**src/ucp_pkg.sv**
```systemverilog
// ucp_pkg: shared constants and types for the cell port link
// assumes both ends run on one system clock, link clock sampled
package ucp_pkg;
    localparam int         UCP_PORTS       = 4;
    localparam int         UCP_ADDR_W      = 5;
    localparam int         UCP_CELL_BYTES  = 53;
    localparam logic [4:0] UCP_FIRST_PORT  = 5'h00;
    localparam logic [4:0] UCP_NULL_ADDR   = 5'h1F;
    localparam logic [5:0] UCP_LAST_BYTE   = 6'h34;
    localparam logic [5:0] UCP_BYTE_ZERO   = 6'h00;
    localparam logic [7:0] UCP_BYTE_IDLE   = 8'h00;
    localparam logic [2:0] UCP_RX_LAT      = 3'h2;
    localparam int         UCP_LCLK_DIV    = 4;
    localparam logic [1:0] UCP_MODE_DIRECT = 2'h0;
    typedef enum logic [1:0] {
        UCP_RX_IDLE  = 2'b00,
        UCP_RX_WAIT  = 2'b01,
        UCP_RX_SEND  = 2'b10,
        UCP_RX_HOLD  = 2'b11
    } ucp_rx_state_t;
endpackage

```
**src/ucp_link_if.sv**
```systemverilog
// ucp_link_if: cell port link between phy end and atm master end
// assumes the bench drives link_clk and joins both modports
`timescale 1ns/1ps
`default_nettype none
interface ucp_link_if;
    logic       link_clk;
    logic [4:0] tx_port_select;
    logic       tx_write_strobe_n;
    logic [7:0] tx_cell_byte_lines;
    logic       tx_cell_start;
    logic [3:0] tx_direct_room_flag;
    logic       tx_polled_room_flag;
    logic [4:0] rx_port_select;
    logic       rx_read_strobe_n;
    logic [7:0] rx_cell_byte_lines;
    logic       rx_cell_start;
    logic       rx_drive_en;
    logic       rx_polled_cell_ready;
    // phy end: drives flags and receive data
    modport phy (
        input  link_clk, tx_port_select, tx_write_strobe_n, tx_cell_byte_lines,
               tx_cell_start, rx_port_select, rx_read_strobe_n,
        output tx_direct_room_flag, tx_polled_room_flag, rx_cell_byte_lines,
               rx_cell_start, rx_drive_en, rx_polled_cell_ready
    );
    // atm end: master, selects and strobes
    modport atm (
        input  link_clk, tx_direct_room_flag, tx_polled_room_flag,
               rx_cell_byte_lines, rx_cell_start, rx_drive_en, rx_polled_cell_ready,
        output tx_port_select, tx_write_strobe_n, tx_cell_byte_lines, tx_cell_start,
               rx_port_select, rx_read_strobe_n
    );
endinterface
`default_nettype wire

```
**src/ucp_phy_end.sv**
```systemverilog
// ucp_phy_end: phy side of the cell port, four ports, direct and polled
// assumes atm master on the same system clock; link clock sampled only
// link clock is only watched here, cells move on the system clock
`timescale 1ns/1ps
`default_nettype none
// Overview of operation
// - first port answers select code 00h
// - direct tx flag per port when room
// - master strobes first byte with start
// - master drops start, sends remaining bytes
// - drop direct flag without whole-cell room
// - master deasserts enable while reselecting port
// - polled tx flag two edges after poll
// - master may poll during a transfer
// - polled rx flag only with whole cell
// - drop rx flag without another cell
// - master enables receive one cycle after select
// - first byte and start two cycles later
// - drop rx start after first byte
// - master deasserts rx enable when switching
// - old port releases, new starts next cycle
module ucp_phy_end
    import ucp_pkg::*;
(
    // system
    input  wire logic       clk_sys_in,
    input  wire logic       rst_n_in,
    // link
    ucp_link_if.phy         link,
    // per port transmit room and receive cell status
    input  wire logic [3:0] tx_room_in,
    input  wire logic [3:0] rx_cell_ready_in,
    // receive data source, byte for current port and index
    input  wire logic [7:0] rx_src_byte_in,
    output logic [4:0]      rx_src_port_out,
    output logic [5:0]      rx_src_index_out,
    output logic            rx_cell_done_out,
    // transmit sink
    output logic            tx_byte_valid_out,
    output logic            tx_byte_sop_out,
    output logic [7:0]      tx_byte_out,
    output logic [4:0]      tx_byte_port_out,
    // observed link clock edge
    output logic            link_clk_rise_out
);
    typedef struct packed {
        // link clock sampling
        logic [1:0]    lclk_sync;
        logic          lclk_prev;
        logic          lclk_rise;
        // transmit side: polled address, target port, captured byte
        logic [4:0]    tx_sel;
        logic [4:0]    tx_cur;
        logic          tx_pflag;
        logic          tx_v;
        logic          tx_s;
        logic [7:0]    tx_d;
        logic [4:0]    tx_p;
        // receive side: polled address, sequencer, output byte
        logic [4:0]    rx_sel;
        logic          rx_pflag;
        ucp_rx_state_t rx_st;
        logic [2:0]    rx_wait;
        logic [4:0]    rx_port;
        logic [5:0]    rx_idx;
        logic          rx_drv;
        logic          rx_sop;
        logic [7:0]    rx_dat;
        logic          rx_done;
    } ucp_phy_st_t;
    ucp_phy_st_t st_r;
    ucp_phy_st_t st_nxt;

    // addressed port valid check
    // codes above the last port are ignored, so an idle select is safe
    function automatic logic ucp_port_ok(input logic [4:0] a);
        ucp_port_ok = (a - UCP_FIRST_PORT) < 5'(UCP_PORTS);
    endfunction

    ////////////////////////////////////////////////////////////////////////
    // next state
    always_comb begin
        st_nxt = st_r;
        st_nxt.tx_v = 1'b0;
        st_nxt.tx_s = 1'b0;
        st_nxt.rx_done = 1'b0;
        // link clock through two flops, then edge detect
        // the first flop may go metastable, only the second is read
        st_nxt.lclk_sync = {st_r.lclk_sync[0], link.link_clk};
        st_nxt.lclk_prev = st_r.lclk_sync[1];
        st_nxt.lclk_rise = st_r.lclk_sync[1] && !st_r.lclk_prev;

        ////////////////////////////////////////////////////////////////////
        // transmit poll: address sampled on one edge, flag on the next,
        // so the flag answers two edges after the master polls
        st_nxt.tx_sel = link.tx_port_select;
        st_nxt.tx_pflag = ucp_port_ok(st_r.tx_sel)
                          && tx_room_in[st_r.tx_sel[1:0]];
        // target port taken while the strobe is high; a poll issued
        // during a cell moves the select bus but not the target
        if (link.tx_write_strobe_n) begin
            st_nxt.tx_cur = link.tx_port_select;
        end
        // transmit byte capture under active low strobe
        if (!link.tx_write_strobe_n && ucp_port_ok(st_r.tx_cur)) begin
            st_nxt.tx_v = 1'b1;
            st_nxt.tx_s = link.tx_cell_start;
            st_nxt.tx_d = link.tx_cell_byte_lines;
            st_nxt.tx_p = st_r.tx_cur;
        end

        ////////////////////////////////////////////////////////////////////
        // receive poll flag: only with a whole cell ready
        st_nxt.rx_sel = link.rx_port_select;
        st_nxt.rx_pflag = ucp_port_ok(st_r.rx_sel)
                          && rx_cell_ready_in[st_r.rx_sel[1:0]];

        ////////////////////////////////////////////////////////////////////
        // receive cell sequencer
        case (st_r.rx_st)
            // idle: wait for the strobe on a valid port
            UCP_RX_IDLE: begin
                st_nxt.rx_drv = 1'b0;
                st_nxt.rx_sop = 1'b0;
                if (!link.rx_read_strobe_n && ucp_port_ok(link.rx_port_select)) begin
                    st_nxt.rx_st = UCP_RX_WAIT;
                    st_nxt.rx_port = link.rx_port_select;
                    // idle and wait steps already use two edges of latency
                    st_nxt.rx_wait = UCP_RX_LAT - 3'h2;
                end
            end
            // wait: count out the latency, start only with a whole cell
            // so a port that has nothing simply holds off the master
            UCP_RX_WAIT: begin
                if (link.rx_read_strobe_n) begin
                    st_nxt.rx_st = UCP_RX_IDLE;
                end else if (st_r.rx_wait == 3'h0) begin
                    if (rx_cell_ready_in[st_r.rx_port[1:0]]) begin
                        st_nxt.rx_st = UCP_RX_SEND;
                        st_nxt.rx_drv = 1'b1;
                        st_nxt.rx_sop = 1'b1;
                        st_nxt.rx_idx = UCP_BYTE_ZERO;
                        st_nxt.rx_dat = rx_src_byte_in;
                    end
                end else begin
                    st_nxt.rx_wait = st_r.rx_wait - 3'h1;
                end
            end
            // send: one byte a cycle; a raised strobe parks the port
            // with its last byte still driven until it is released
            UCP_RX_SEND: begin
                st_nxt.rx_sop = 1'b0;
                if (st_r.rx_idx == UCP_LAST_BYTE) begin
                    st_nxt.rx_st = UCP_RX_HOLD;
                    st_nxt.rx_drv = 1'b0;
                    st_nxt.rx_done = 1'b1;
                end else if (link.rx_read_strobe_n) begin
                    st_nxt.rx_st = UCP_RX_HOLD;
                end else begin
                    st_nxt.rx_idx = st_r.rx_idx + 6'h01;
                    st_nxt.rx_dat = rx_src_byte_in;
                end
            end
            UCP_RX_HOLD: begin
                // old port stops one cycle after enable returns
                if (!link.rx_read_strobe_n) begin
                    st_nxt.rx_drv = 1'b0;
                    st_nxt.rx_sop = 1'b0;
                    st_nxt.rx_st = UCP_RX_WAIT;
                    st_nxt.rx_port = link.rx_port_select;
                    st_nxt.rx_wait = 3'h0;
                end
            end
            default: st_nxt.rx_st = UCP_RX_IDLE;
        endcase
        // synchronous reset overrides everything above
        if (!rst_n_in) begin
            st_nxt = '0;
            st_nxt.rx_st = UCP_RX_IDLE;
        end
    end

    // state register, one flop set for the whole state
    always_ff @(posedge clk_sys_in) begin
        st_r <= st_nxt;
    end

    // direct flags per port, room for a whole cell
    assign link.tx_direct_room_flag  = rst_n_in ? tx_room_in : 4'h0;

    // polled flags and receive data, all from flops
    assign link.tx_polled_room_flag  = st_r.tx_pflag;
    assign link.rx_polled_cell_ready = st_r.rx_pflag;
    assign link.rx_cell_byte_lines   = st_r.rx_drv ? st_r.rx_dat : UCP_BYTE_IDLE;
    assign link.rx_cell_start        = st_r.rx_drv && st_r.rx_sop;
    assign link.rx_drive_en          = st_r.rx_drv;

    // source address runs one byte ahead while sending
    assign rx_src_port_out   = st_r.rx_st == UCP_RX_SEND ? st_r.rx_port : link.rx_port_select;
    assign rx_src_index_out  = st_r.rx_st == UCP_RX_SEND ? st_r.rx_idx + 6'h01 : UCP_BYTE_ZERO;
    // user side pulses
    assign rx_cell_done_out  = st_r.rx_done;
    assign tx_byte_valid_out = st_r.tx_v;
    assign tx_byte_sop_out   = st_r.tx_s;
    assign tx_byte_out       = st_r.tx_d;
    assign tx_byte_port_out  = st_r.tx_p;
    assign link_clk_rise_out = st_r.lclk_rise;
endmodule
`default_nettype wire

```
**src/flat_wrapper.sv**
```systemverilog
// flat-port wrapper written by rule: the top's interface ports become plain ports
module ucp_phy_end_flat import ucp_pkg::*;
  (clk_sys_in, rst_n_in, tx_room_in, rx_cell_ready_in, rx_src_byte_in, rx_src_port_out, rx_src_index_out, rx_cell_done_out, tx_byte_valid_out, tx_byte_sop_out, tx_byte_out, tx_byte_port_out, link_clk_rise_out, link_link_clk, link_tx_port_select, link_tx_write_strobe_n, link_tx_cell_byte_lines, link_tx_cell_start, link_rx_port_select, link_rx_read_strobe_n, link_tx_direct_room_flag, link_tx_polled_room_flag, link_rx_cell_byte_lines, link_rx_cell_start, link_rx_drive_en, link_rx_polled_cell_ready);
  ucp_link_if link_i ();
  input  wire logic clk_sys_in;
  input  wire logic rst_n_in;
  input  wire logic [3:0] tx_room_in;
  input  wire logic [3:0] rx_cell_ready_in;
  input  wire logic [7:0] rx_src_byte_in;
  output logic [4:0] rx_src_port_out;
  output logic [5:0] rx_src_index_out;
  output logic rx_cell_done_out;
  output logic tx_byte_valid_out;
  output logic tx_byte_sop_out;
  output logic [7:0] tx_byte_out;
  output logic [4:0] tx_byte_port_out;
  output logic link_clk_rise_out;
  input wire logic [$bits(link_i.link_clk)-1:0] link_link_clk;
  input wire logic [$bits(link_i.tx_port_select)-1:0] link_tx_port_select;
  input wire logic [$bits(link_i.tx_write_strobe_n)-1:0] link_tx_write_strobe_n;
  input wire logic [$bits(link_i.tx_cell_byte_lines)-1:0] link_tx_cell_byte_lines;
  input wire logic [$bits(link_i.tx_cell_start)-1:0] link_tx_cell_start;
  input wire logic [$bits(link_i.rx_port_select)-1:0] link_rx_port_select;
  input wire logic [$bits(link_i.rx_read_strobe_n)-1:0] link_rx_read_strobe_n;
  output wire logic [$bits(link_i.tx_direct_room_flag)-1:0] link_tx_direct_room_flag;
  output wire logic [$bits(link_i.tx_polled_room_flag)-1:0] link_tx_polled_room_flag;
  output wire logic [$bits(link_i.rx_cell_byte_lines)-1:0] link_rx_cell_byte_lines;
  output wire logic [$bits(link_i.rx_cell_start)-1:0] link_rx_cell_start;
  output wire logic [$bits(link_i.rx_drive_en)-1:0] link_rx_drive_en;
  output wire logic [$bits(link_i.rx_polled_cell_ready)-1:0] link_rx_polled_cell_ready;
  assign link_i.link_clk = link_link_clk;
  assign link_i.tx_port_select = link_tx_port_select;
  assign link_i.tx_write_strobe_n = link_tx_write_strobe_n;
  assign link_i.tx_cell_byte_lines = link_tx_cell_byte_lines;
  assign link_i.tx_cell_start = link_tx_cell_start;
  assign link_i.rx_port_select = link_rx_port_select;
  assign link_i.rx_read_strobe_n = link_rx_read_strobe_n;
  assign link_tx_direct_room_flag = link_i.tx_direct_room_flag;
  assign link_tx_polled_room_flag = link_i.tx_polled_room_flag;
  assign link_rx_cell_byte_lines = link_i.rx_cell_byte_lines;
  assign link_rx_cell_start = link_i.rx_cell_start;
  assign link_rx_drive_en = link_i.rx_drive_en;
  assign link_rx_polled_cell_ready = link_i.rx_polled_cell_ready;
  ucp_phy_end u_core (.clk_sys_in(clk_sys_in), .rst_n_in(rst_n_in), .link(link_i), .tx_room_in(tx_room_in), .rx_cell_ready_in(rx_cell_ready_in), .rx_src_byte_in(rx_src_byte_in), .rx_src_port_out(rx_src_port_out), .rx_src_index_out(rx_src_index_out), .rx_cell_done_out(rx_cell_done_out), .tx_byte_valid_out(tx_byte_valid_out), .tx_byte_sop_out(tx_byte_sop_out), .tx_byte_out(tx_byte_out), .tx_byte_port_out(tx_byte_port_out), .link_clk_rise_out(link_clk_rise_out));
endmodule
```
**config.mk**
```make
export PLATFORM = sky130hd
export DESIGN_NAME = ucp_phy_end_flat
export DESIGN_NICKNAME = d
export VERILOG_FILES = /design/src/ucp_pkg.sv /design/src/ucp_link_if.sv /design/src/ucp_phy_end.sv /design/src/flat_wrapper.sv
export SDC_FILE = /design/constraint.sdc
export NUM_CORES = 1
export LEC_CHECK = 0
export BUFFER_PORTS_ARGS = -buffer_cell sky130_fd_sc_hd__buf_2
export CORE_MARGIN = 2
export CORE_UTILIZATION = 55
export CTS_CLUSTER_SIZE = 28
export DETAILED_ROUTE_END_ITERATION = 10
export PLACE_DENSITY = 0.84
export SETUP_SLACK_MARGIN = 0.3
export SLEW_MARGIN = 20
export SYNTH_ARGS = -nofsm -noshare
export SYNTH_HDL_FRONTEND = slang
export SYNTH_SLANG_ARGS = --single-unit
export TNS_END_PERCENT = 10
```
**constraint.sdc**
```tcl
create_clock -name clk_sys_in -period 3.5 [get_ports clk_sys_in]
set_input_delay 0.525 -clock clk_sys_in [delete_from_list [all_inputs] [get_ports clk_sys_in]]
set_output_delay 0.525 -clock clk_sys_in [all_outputs]
set_load 0.01 [all_outputs]
```
# Word-level counts from Yosys, hierarchy flattened

Cells that the tools add are included.

Output and inout port bits: 44
Bits of input ports: 40
Bits in registers: 63

Reduce and logical (&&, ||, !) cells: 22
Equality and inequality tests: 16
Add/sub/neg operators: 2
Order comparisons: 7
Mux-type cells: 36

Operator list:

| operator                                                                     | number |
|---|---|
| 16-bit two-way mux                                                           | 3 |
| 8-bit two-way mux                                                            | 3 |
| 5-bit by 3-bit less-than comparator with 1-bit output, second input constant | 4 |
| 10-bit two-way mux                                                           | 2 |
| 6-bit two-way mux                                                            | 3 |
| 2-bit one-hot mux with 4 select lines                                        | 2 |
| 8-bit one-hot mux with 2 select lines                                        | 1 |
| 15-bit two-way mux                                                           | 1 |
| 5-bit AND reduction                                                          | 3 |
| 2-bit two-way mux                                                            | 6 |
| 6-bit one-hot mux with 2 select lines                                        | 1 |
| 2-bit inequality test, second input constant                                 | 5 |
| 5-bit one-hot mux with 2 select lines                                        | 1 |
| 2-bit by 3-bit less-than comparator with 1-bit output, second input constant | 3 |
| 3-bit by 2-bit inequality test with 1-bit output, second input constant      | 3 |
| 3-bit one-hot mux with 3 select lines                                        | 1 |
| 2-bit by 1-bit inequality test with 1-bit output, second input constant      | 4 |
| 6-bit by 1-bit adder with 6-bit output, second input constant                | 1 |
| 1-bit binary-select mux with 2-bit select                                    | 3 |
| 6-bit equality test, second input constant                                   | 1 |
| 1-bit logical AND                                                            | 6 |
| 3-bit two-way mux                                                            | 2 |
| 6-bit AND reduction                                                          | 1 |
| 1-bit two-way mux                                                            | 5 |
| 13 further kinds                                                             | 18 |

# Longest topological paths before layout

Gate-level depths: netlist of run 1.

Depth in word-level cells: 6
Gate-level depth with buffers: 8
Mapped depth without buffers: 6

# Least setup slack after synthesis of run 1

No wires, ideal clock.

Path type: flip-flop to output port
Start: reg u_core.st_r[25] (netlist bit)
End: out rx_src_port_out[3]
Stages on the path, launching flop included: 6
Path slack: 1468 ps
Data required time: 2975 ps
Arrival time: 1507 ps
Path buffers: 2
Path through: dfxtp_1 > inv_1 > ha_1 > clkbuf_1 > clkbuf_1 > mux2_2

Cells in the longest elaborated chain, start to end: 2

RTL lines:

| element                  | line               | source |
|---|---|---|
| start: declaration       | ucp_phy_end.sv:71  | `ucp_phy_st_t st_r;` |
| start signal: assignment | ucp_phy_end.sv:185 | `st_r <= st_nxt;` |
| 2-bit equality test      | ucp_phy_end.sv:199 | `assign rx_src_port_out = st_r.rx_st == UCP_RX_SEND ? st_r.rx_port : link.rx_port_select;` |
| 5-bit two-way mux        | ucp_phy_end.sv:199 |  |
| end: declaration         | flat_wrapper.sv:10 | `output logic [4:0] rx_src_port_out;` |

No other way between the ends.

# Worst setup path in the final report of run 1

Start: reg u_core.st_r[25] (netlist bit)
End: out rx_src_index_out[2]

Cells in the longest elaborated chain, start to end: 2

RTL lines:

| element             | line               | source |
|---|---|---|
| 2-bit equality test | ucp_phy_end.sv:200 | `assign rx_src_index_out = st_r.rx_st == UCP_RX_SEND ? st_r.rx_idx + 6'h01 : UCP_BYTE_ZERO;` |
| 6-bit two-way mux   | ucp_phy_end.sv:200 |  |
| end: declaration    | flat_wrapper.sv:11 | `output logic [5:0] rx_src_index_out;` |

No other way between the ends.

==> results of run 1 <==
power by group through the flow:
stage | Clock, mW | Sequential (mW) | Combinational (mW)
global route | 0.699 | 0.770 | 0.204
finish | 0.648 | 0.766 | 0.183
CTS | 0.668 | 0.766 | 0.185
global placement | 0 | 0.780 | 0.179
floorplan | 0 | 0.780 | 0.134
detailed placement | 0 | 0.783 | 0.184
through the flow:
step	setup slack, ns	power [mW]	area, sq um	hold WS [ns]
6_report	0.8548	1.598	3453	0.3824
5_1_grt	0.6941	1.673	3453	0.3979
4_1_cts	0.8558	1.620	3453	0.3831
3_5_place_dp	1.096	0.9669	3244	0.3750
3_3_place_gp	1.198	0.9596	3244	0.3717
2_1_floorplan	1.468	0.9136	2902	0.3674
cell usage in the layout, fill, tap and decap left out, types with 2 or more instances in the layout:
master and count:
nor2_1 16, and2_1 29, and3_1 4, o21ai_0 4, a21oi_1 13, a211oi_1 2
dfxtp_1 63, and4b_1 3, xnor2_1 3, nand3_1 5, o211ai_1 2, mux4_2 2
nand2b_1 2, nand2_1 53, buf_2 83, clkinvlp_4 2, o31ai_1 3, mux2i_1 27
nor2b_1 4, o311ai_0 2, nand4_1 2, mux2_2 6, clkbuf_8 11, ha_1 9
o21a_1 6, inv_1 9
registers in the layout (all words and copies together), names as in the netlist:
signal,flops
u_core.tx_byte_sop_out,1
u_core.rx_cell_done_out,1
u_core.tx_byte_port_out,5
u_core.tx_byte_valid_out,1
u_core.link.tx_polled_room_flag,1
u_core.tx_byte_out,8
u_core.link_clk_rise_out,1
u_core.st_r,43
u_core.link.rx_polled_cell_ready,1
u_core.link.rx_drive_en,1
path summary, 6_finish.rpt:
path                                      start  cells past startpoint  slack [ns]                        to
worst max-delay path            u_core.st_r[25]                      5        0.85       rx_src_index_out[2]
worst min-delay path            u_core.st_r[60]                      1        0.38  u_core.link_clk_rise_out
worst max register to register  u_core.st_r[25]                      6        1.11            u_core.st_r[3]
worst min register to register  u_core.st_r[60]                      1        0.38  u_core.link_clk_rise_out
routing by layer:
| metal | share of wire | routed length (um) |
|---|---|---|
| met1 | 0.47 | 2728 |
| met2 | 0.45 | 2575 |
| met3 | 0.055 | 319 |
| met4 | 0.022 | 125 |
| met5 | 0 | 0 |
cell type report:
cell class              instances  area share
clock buffers                  12     0.04493
clock inverters                 4     0.01558
inverters                       9    0.009783
multi-input cells             212      0.4167
flip-flops and latches         63      0.3652
well taps                      70     0.02536
repair buffers                 84      0.1225
logic make-up after synthesis:
family / Yosys count
and+or+nand+nor: 127
AOI/OAI and AO/OA: 38
muxes: 35
DFF: 63
adders and majority gates: 9
buffers and inverters: 39
xor gates and xnor gates: 3
critical path, delay by kind of cell (launching register included):
family	cells	cell delay (ns)
buf+inv	3	0.56
simple gates	1	0.23
flops	1	0.35
fa+ha+maj	1	0.64
==> results.cfg, run 1 <==
[floorplanning]
ioPinCount = 84
die_w_um = 76.63
core_region_area_sq_um = 5107
num_rows = 26
dieArea_sq_um = 5872
initial_core_util = 0.5681
die_h_um = 76.63

[place]
dpl.hpwl_um = 4171
dp_cells = 438
gp_congestion = 0.8571
io_buffers = 83

[power_and_ir_drop]
clkPwrFrac = 0.406
leakagePower_nw = 1.528
power.switching_mw = 0.3956
swShare = 0.2476
seqPwrFrac = 0.480
p_per_area_nw_per_um2 = 462.7
power_frac_comb = 0.115
peakVddDrop_mv = 0.2834
internal_power_mw = 1.202

[setup_path]
arrival_ns = 2.12
crit_fanout = 20
critPathMaxStageDelay_ns = 0.64
cp.required_ns = 2.97
critPathKind = flop to primary output
endpoint_kind = primary output
worstPathCellList = inv_1 > ha_1 > inv_1 > nor2_1 > buf_2
critPathLaunchType = flop
crit_top_cell = inv_1
cp_slowest_cell = ha_1

[timing]
fmax_ghz = 0.3780
worst_clock_skew_ns = 0.006665
finalCritPeriodShare = 0.7558
final-setup-viol-count = 0
hold_violations = 0
rsz0062_at_grt = no
setup_tns_ns = 0
tightestPinTransition_ns = 1.020
drv_slew = 0
slew-limit-headroom = 0.3140
min_period_ns = 2.645

[yosys]
yosys-top-cells-count = dfxtp_1, nand2_1, and2_1
yosysTopAreaCellShare = 0.4347
yosys.area.top_type = dfxtp_1
ys_ff_latch = 63
synth_fa_ha_area_frac = 0.03881
syn-mean-instance-area_sq_um = 9.241
synth_compound_area_frac = 0.09271
synth_most_common_cell = dfxtp_1
muxShareOfSynthArea = 0.1320
yosysSeqAreaShare = 0.4347
synth_top_family_by_area = simple AND/OR/NAND/NOR gates
syn_area_sq_um = 2902
yosys_warnings = 0
async_reset_ff_frac = 0
synthDistinctLibCells = 41
synth_edf_count = 0
syn_nets = 363
synth.area.top_cells = dfxtp_1, mux2i_1, nand2_1
syn_inst = 314
synth-xor-area-share = 0.009056
synthFlopType = dfxtp_1
synthSimpleGateAreaFrac = 0.2212

[layout]
multi_input_area_sq_um = 1439
drive_gt1_frac = 0.2917
final_util = 0.6761
fillers = 427
stdcell_count = 454
layout.nets = 428
area_growth_pct = 19.02
num_antenna_cells = 0
final-seq-area_sq_um = 1261

[clock_network]
cts-hold-fix-buffers = 0
numCtsBuffers = 9
post_cts_buffers = 0
clkTransAtPathRegs_ns = 0.07
clock_latency_ns = 0.34
cts_root_buffer = clkbuf_8
post_cts_resized = 0
h-tree-depth = 3
clkSinkCount = 63
cts_tree = yes
cts_buffer_depth = 2

[status]
status = complete, no violations

[global_route]
grt_pass1_wl_um = 9625
grtUsageTotal = 0.2050
grt_start_max_net_pins = 40
grt_overflow_total = 0
antenna_found_initial = 0
first_global_vias = 2161
grtUsageMet3 = 0.05924
grt_util_met2 = 0.3239
grt_use_met1 = 0.2580
busiest_layer = met2

[drt]
drtPass1Iterations = 4
avgRoutedWirePerCell_um = 12.66
vias = 2308
ant_nets = 0
drt_iter0_drc = 74
wl_um = 5749
drc = 0
vias_per_cell = 5.084

[flow_run]
cap_viol_max_count = 0

[worst_hold_path]
holdCritPathClass = flop to flop
(Power assumes the default switching activity.)
==> run 2: changes to the inputs <==
--- a/config.mk
+++ b/config.mk
@@ -7,10 +7,10 @@
 export LEC_CHECK = 0
 export BUFFER_PORTS_ARGS = -buffer_cell sky130_fd_sc_hd__buf_2
 export CORE_MARGIN = 2
-export CORE_UTILIZATION = 55
+export CORE_UTILIZATION = 46
 export CTS_CLUSTER_SIZE = 28
 export DETAILED_ROUTE_END_ITERATION = 10
-export PLACE_DENSITY = 0.84
+export PLACE_DENSITY = 0.75
 export SETUP_SLACK_MARGIN = 0.3
 export SLEW_MARGIN = 20
 export SYNTH_ARGS = -nofsm -noshare
==> constraint.sdc (replaced) <==
create_clock -name clk_sys_in -period 2.4 [get_ports clk_sys_in]
set_input_delay 0.36 -clock clk_sys_in [delete_from_list [all_inputs] [get_ports clk_sys_in]]
set_output_delay 0.36 -clock clk_sys_in [all_outputs]
set_load 0.01 [all_outputs]
==> run 2 against run 1 <==
Against the previous run: sequential share of layout area shrank 0.42 points; hold slack lost 0.14 ns; utilization shrank 9.6 points; clock skew is essentially flat; critical endpoint is now rx_src_port_out[0]; clock power grew 46%; highest routed layer unchanged; cell area grew 1.2%; global-route usage shrank 3.1 points; critical path depth shrank 1; die area grew 19%; sequential power grew 46%; total power grew 46%; non-clock buffer count grew 3.
==> results.cfg, run 2 (synthesis results as in run 1) <==
[clock_network]
clock_latency_ns = 0.34
cts_root_buffer = clkbuf_8
cts-hold-fix-buffers = 0
cts_tree = yes
clkSinkCount = 63
h-tree-depth = 3
cts_buffer_depth = 2
numCtsBuffers = 9
clkTransAtPathRegs_ns = 0.07
post_cts_buffers = 0

[power_and_ir_drop]
peakVddDrop_mv = 0.3161
p_per_area_nw_per_um2 = 667.4
leakagePower_nw = 1.550

[drt]
drc = 0
wl_um = 5886
vias = 2328
drtPass1Iterations = 4
vias_per_cell = 5.039
ant_nets = 0
avgRoutedWirePerCell_um = 12.74
drt_iter0_drc = 56

[setup_path]
r2r_start = u_core.st_r[26]
critPathKind = flop to primary output
cp_slowest_cell = mux2_2
worstPathCellList = inv_1 > ha_4 > mux2_2 > buf_2
crit_cells = 4
endpoint_kind = primary output
critPathLaunchType = flop
r2r-end = u_core.st_r[12]
crit_fanout = 20
path_delay_family = multiplexers
r2r_cells = 7
arrival_ns = 1.62
r2r_setup_slack_ns = 0.44
crit_start = u_core.st_r[25]
cp_num_buf_inv = 2
cp.required_ns = 2.04
cp-endpoint = rx_src_port_out[0]
critPathMaxStageDelay_ns = 0.36

[flow_run]
cap_viol_max_count = 0

[timing]
rsz0062_at_grt = yes
tightestPinTransition_ns = 0.4483
fmax_ghz = 0.5054
hold_ws_ns = 0.2425
setup_tns_ns = 0
finalCritPeriodShare = 0.8244
worst_clock_skew_ns = 0.006999
hold_violations = 0
slew-limit-headroom = 0.7011
drv_slew = 0
final-setup-viol-count = 0
min_period_ns = 1.978

[layout]
num_antenna_cells = 0
largest_register_ffs = 43
mostFrequentLayoutCells = buf_2, dfxtp_1, nand2_1, and2_1, mux2i_1
layout_commonest_cell = buf_2
area_growth_pct = 20.40
fin_area_sq_um = 3493
final_util = 0.5797
regMostFlops = u_core.st_r
layout.nets = 431
stdcell_count = 462
drive_gt1_frac = 0.3023

[place]
place_area_sq_um = 3273
dp_cells = 446
io_buffers = 83
dpl.hpwl_um = 4209
gp_congestion = 0.8165

[status]
status = complete, no violations

[worst_hold_path]
holdCritPathClass = primary input to flop

[floorplanning]
die_w_um = 83.42
core_region_area_sq_um = 6026
num_rows = 28
die_h_um = 83.42
ioPinCount = 84
dieArea_sq_um = 6959
initial_core_util = 0.4815

[global_route]
grt_start_max_net_pins = 35
grtUsageTotal = 0.1735
grt_pass1_wl_um = 9839
first_global_vias = 2184
grt_overflow_total = 0
antenna_found_initial = 0
## run 2: cell count changes in the layout (fill, tap and decap cells not counted), sizes merged
cell / change
clkinv: +2
clkinvlp: -1
buf: +3
clkbuf: -1
## run 2: how the worst min path moves through the flow
stage | startpoint | to | cells after the start
global route | link_tx_port_select[2] | u_core.st_r[56] | 2
floorplan | u_core.st_r[60] | u_core.link_clk_rise_out | 1
finish | link_tx_port_select[2] | u_core.st_r[56] | 2
detailed placement | u_core.st_r[60] | u_core.link_clk_rise_out | 1
CTS | link_tx_port_select[2] | u_core.st_r[56] | 2
global placement | u_core.st_r[60] | u_core.link_clk_rise_out | 1
## run 2: worst register-to-register path: cells and delay by family (launching register included)
kind,cells,cell delay (ns)
flops,1,0.41
buf+inv,2,0.40
compound gates,2,0.39
fa+ha+maj,1,0.34
mux,1,0.23
simple gates,1,0.12
## run 2: report_power, final
group,total (mW),switching (mW),internal [mW]
clock network,0.943,0.409,0.534
registers,1.12,0.0242,1.09
logic,0.272,0.146,0.126
## run 2: through the flow
stage	setup slack (ns)	power, mW
floorplan	0.5331	1.332
global placement	0.4351	1.404
detailed placement	0.3385	1.415
CTS	0.4042	2.364
global route	0.2958	2.451
finish	0.4215	2.332
## run 2: per-layer routing
layer / global-route usage / wire (um) / up-vias / share of wire
met3: 0.04473 / 297 / 11 / 0.050
met5: 0 / 0 / - / 0
met2: 0.2889 / 2818 / 59 / 0.48
li1: - / - / 1181 / -
met1: 0.2098 / 2663 / 1077 / 0.45
met4: 0.08065 / 107 / 0 / 0.018
## run 2: timing repair
action | 4_1_cts | 5_1_grt
setup endpoints to repair | 11 | 2
pin swaps | 0 | 0
resized for setup | 2 | 0
## run 2: area by class of cell
cell class | count | area [sq um]
fill | 553 | 2532
multi-input combinational | 212 | 1451
sequential | 63 | 1261
timing repair buffer | 87 | 445.4
clock buffer | 11 | 151.4
tap | 75 | 93.84
clock inverter | 5 | 56.30
inverter | 9 | 33.78
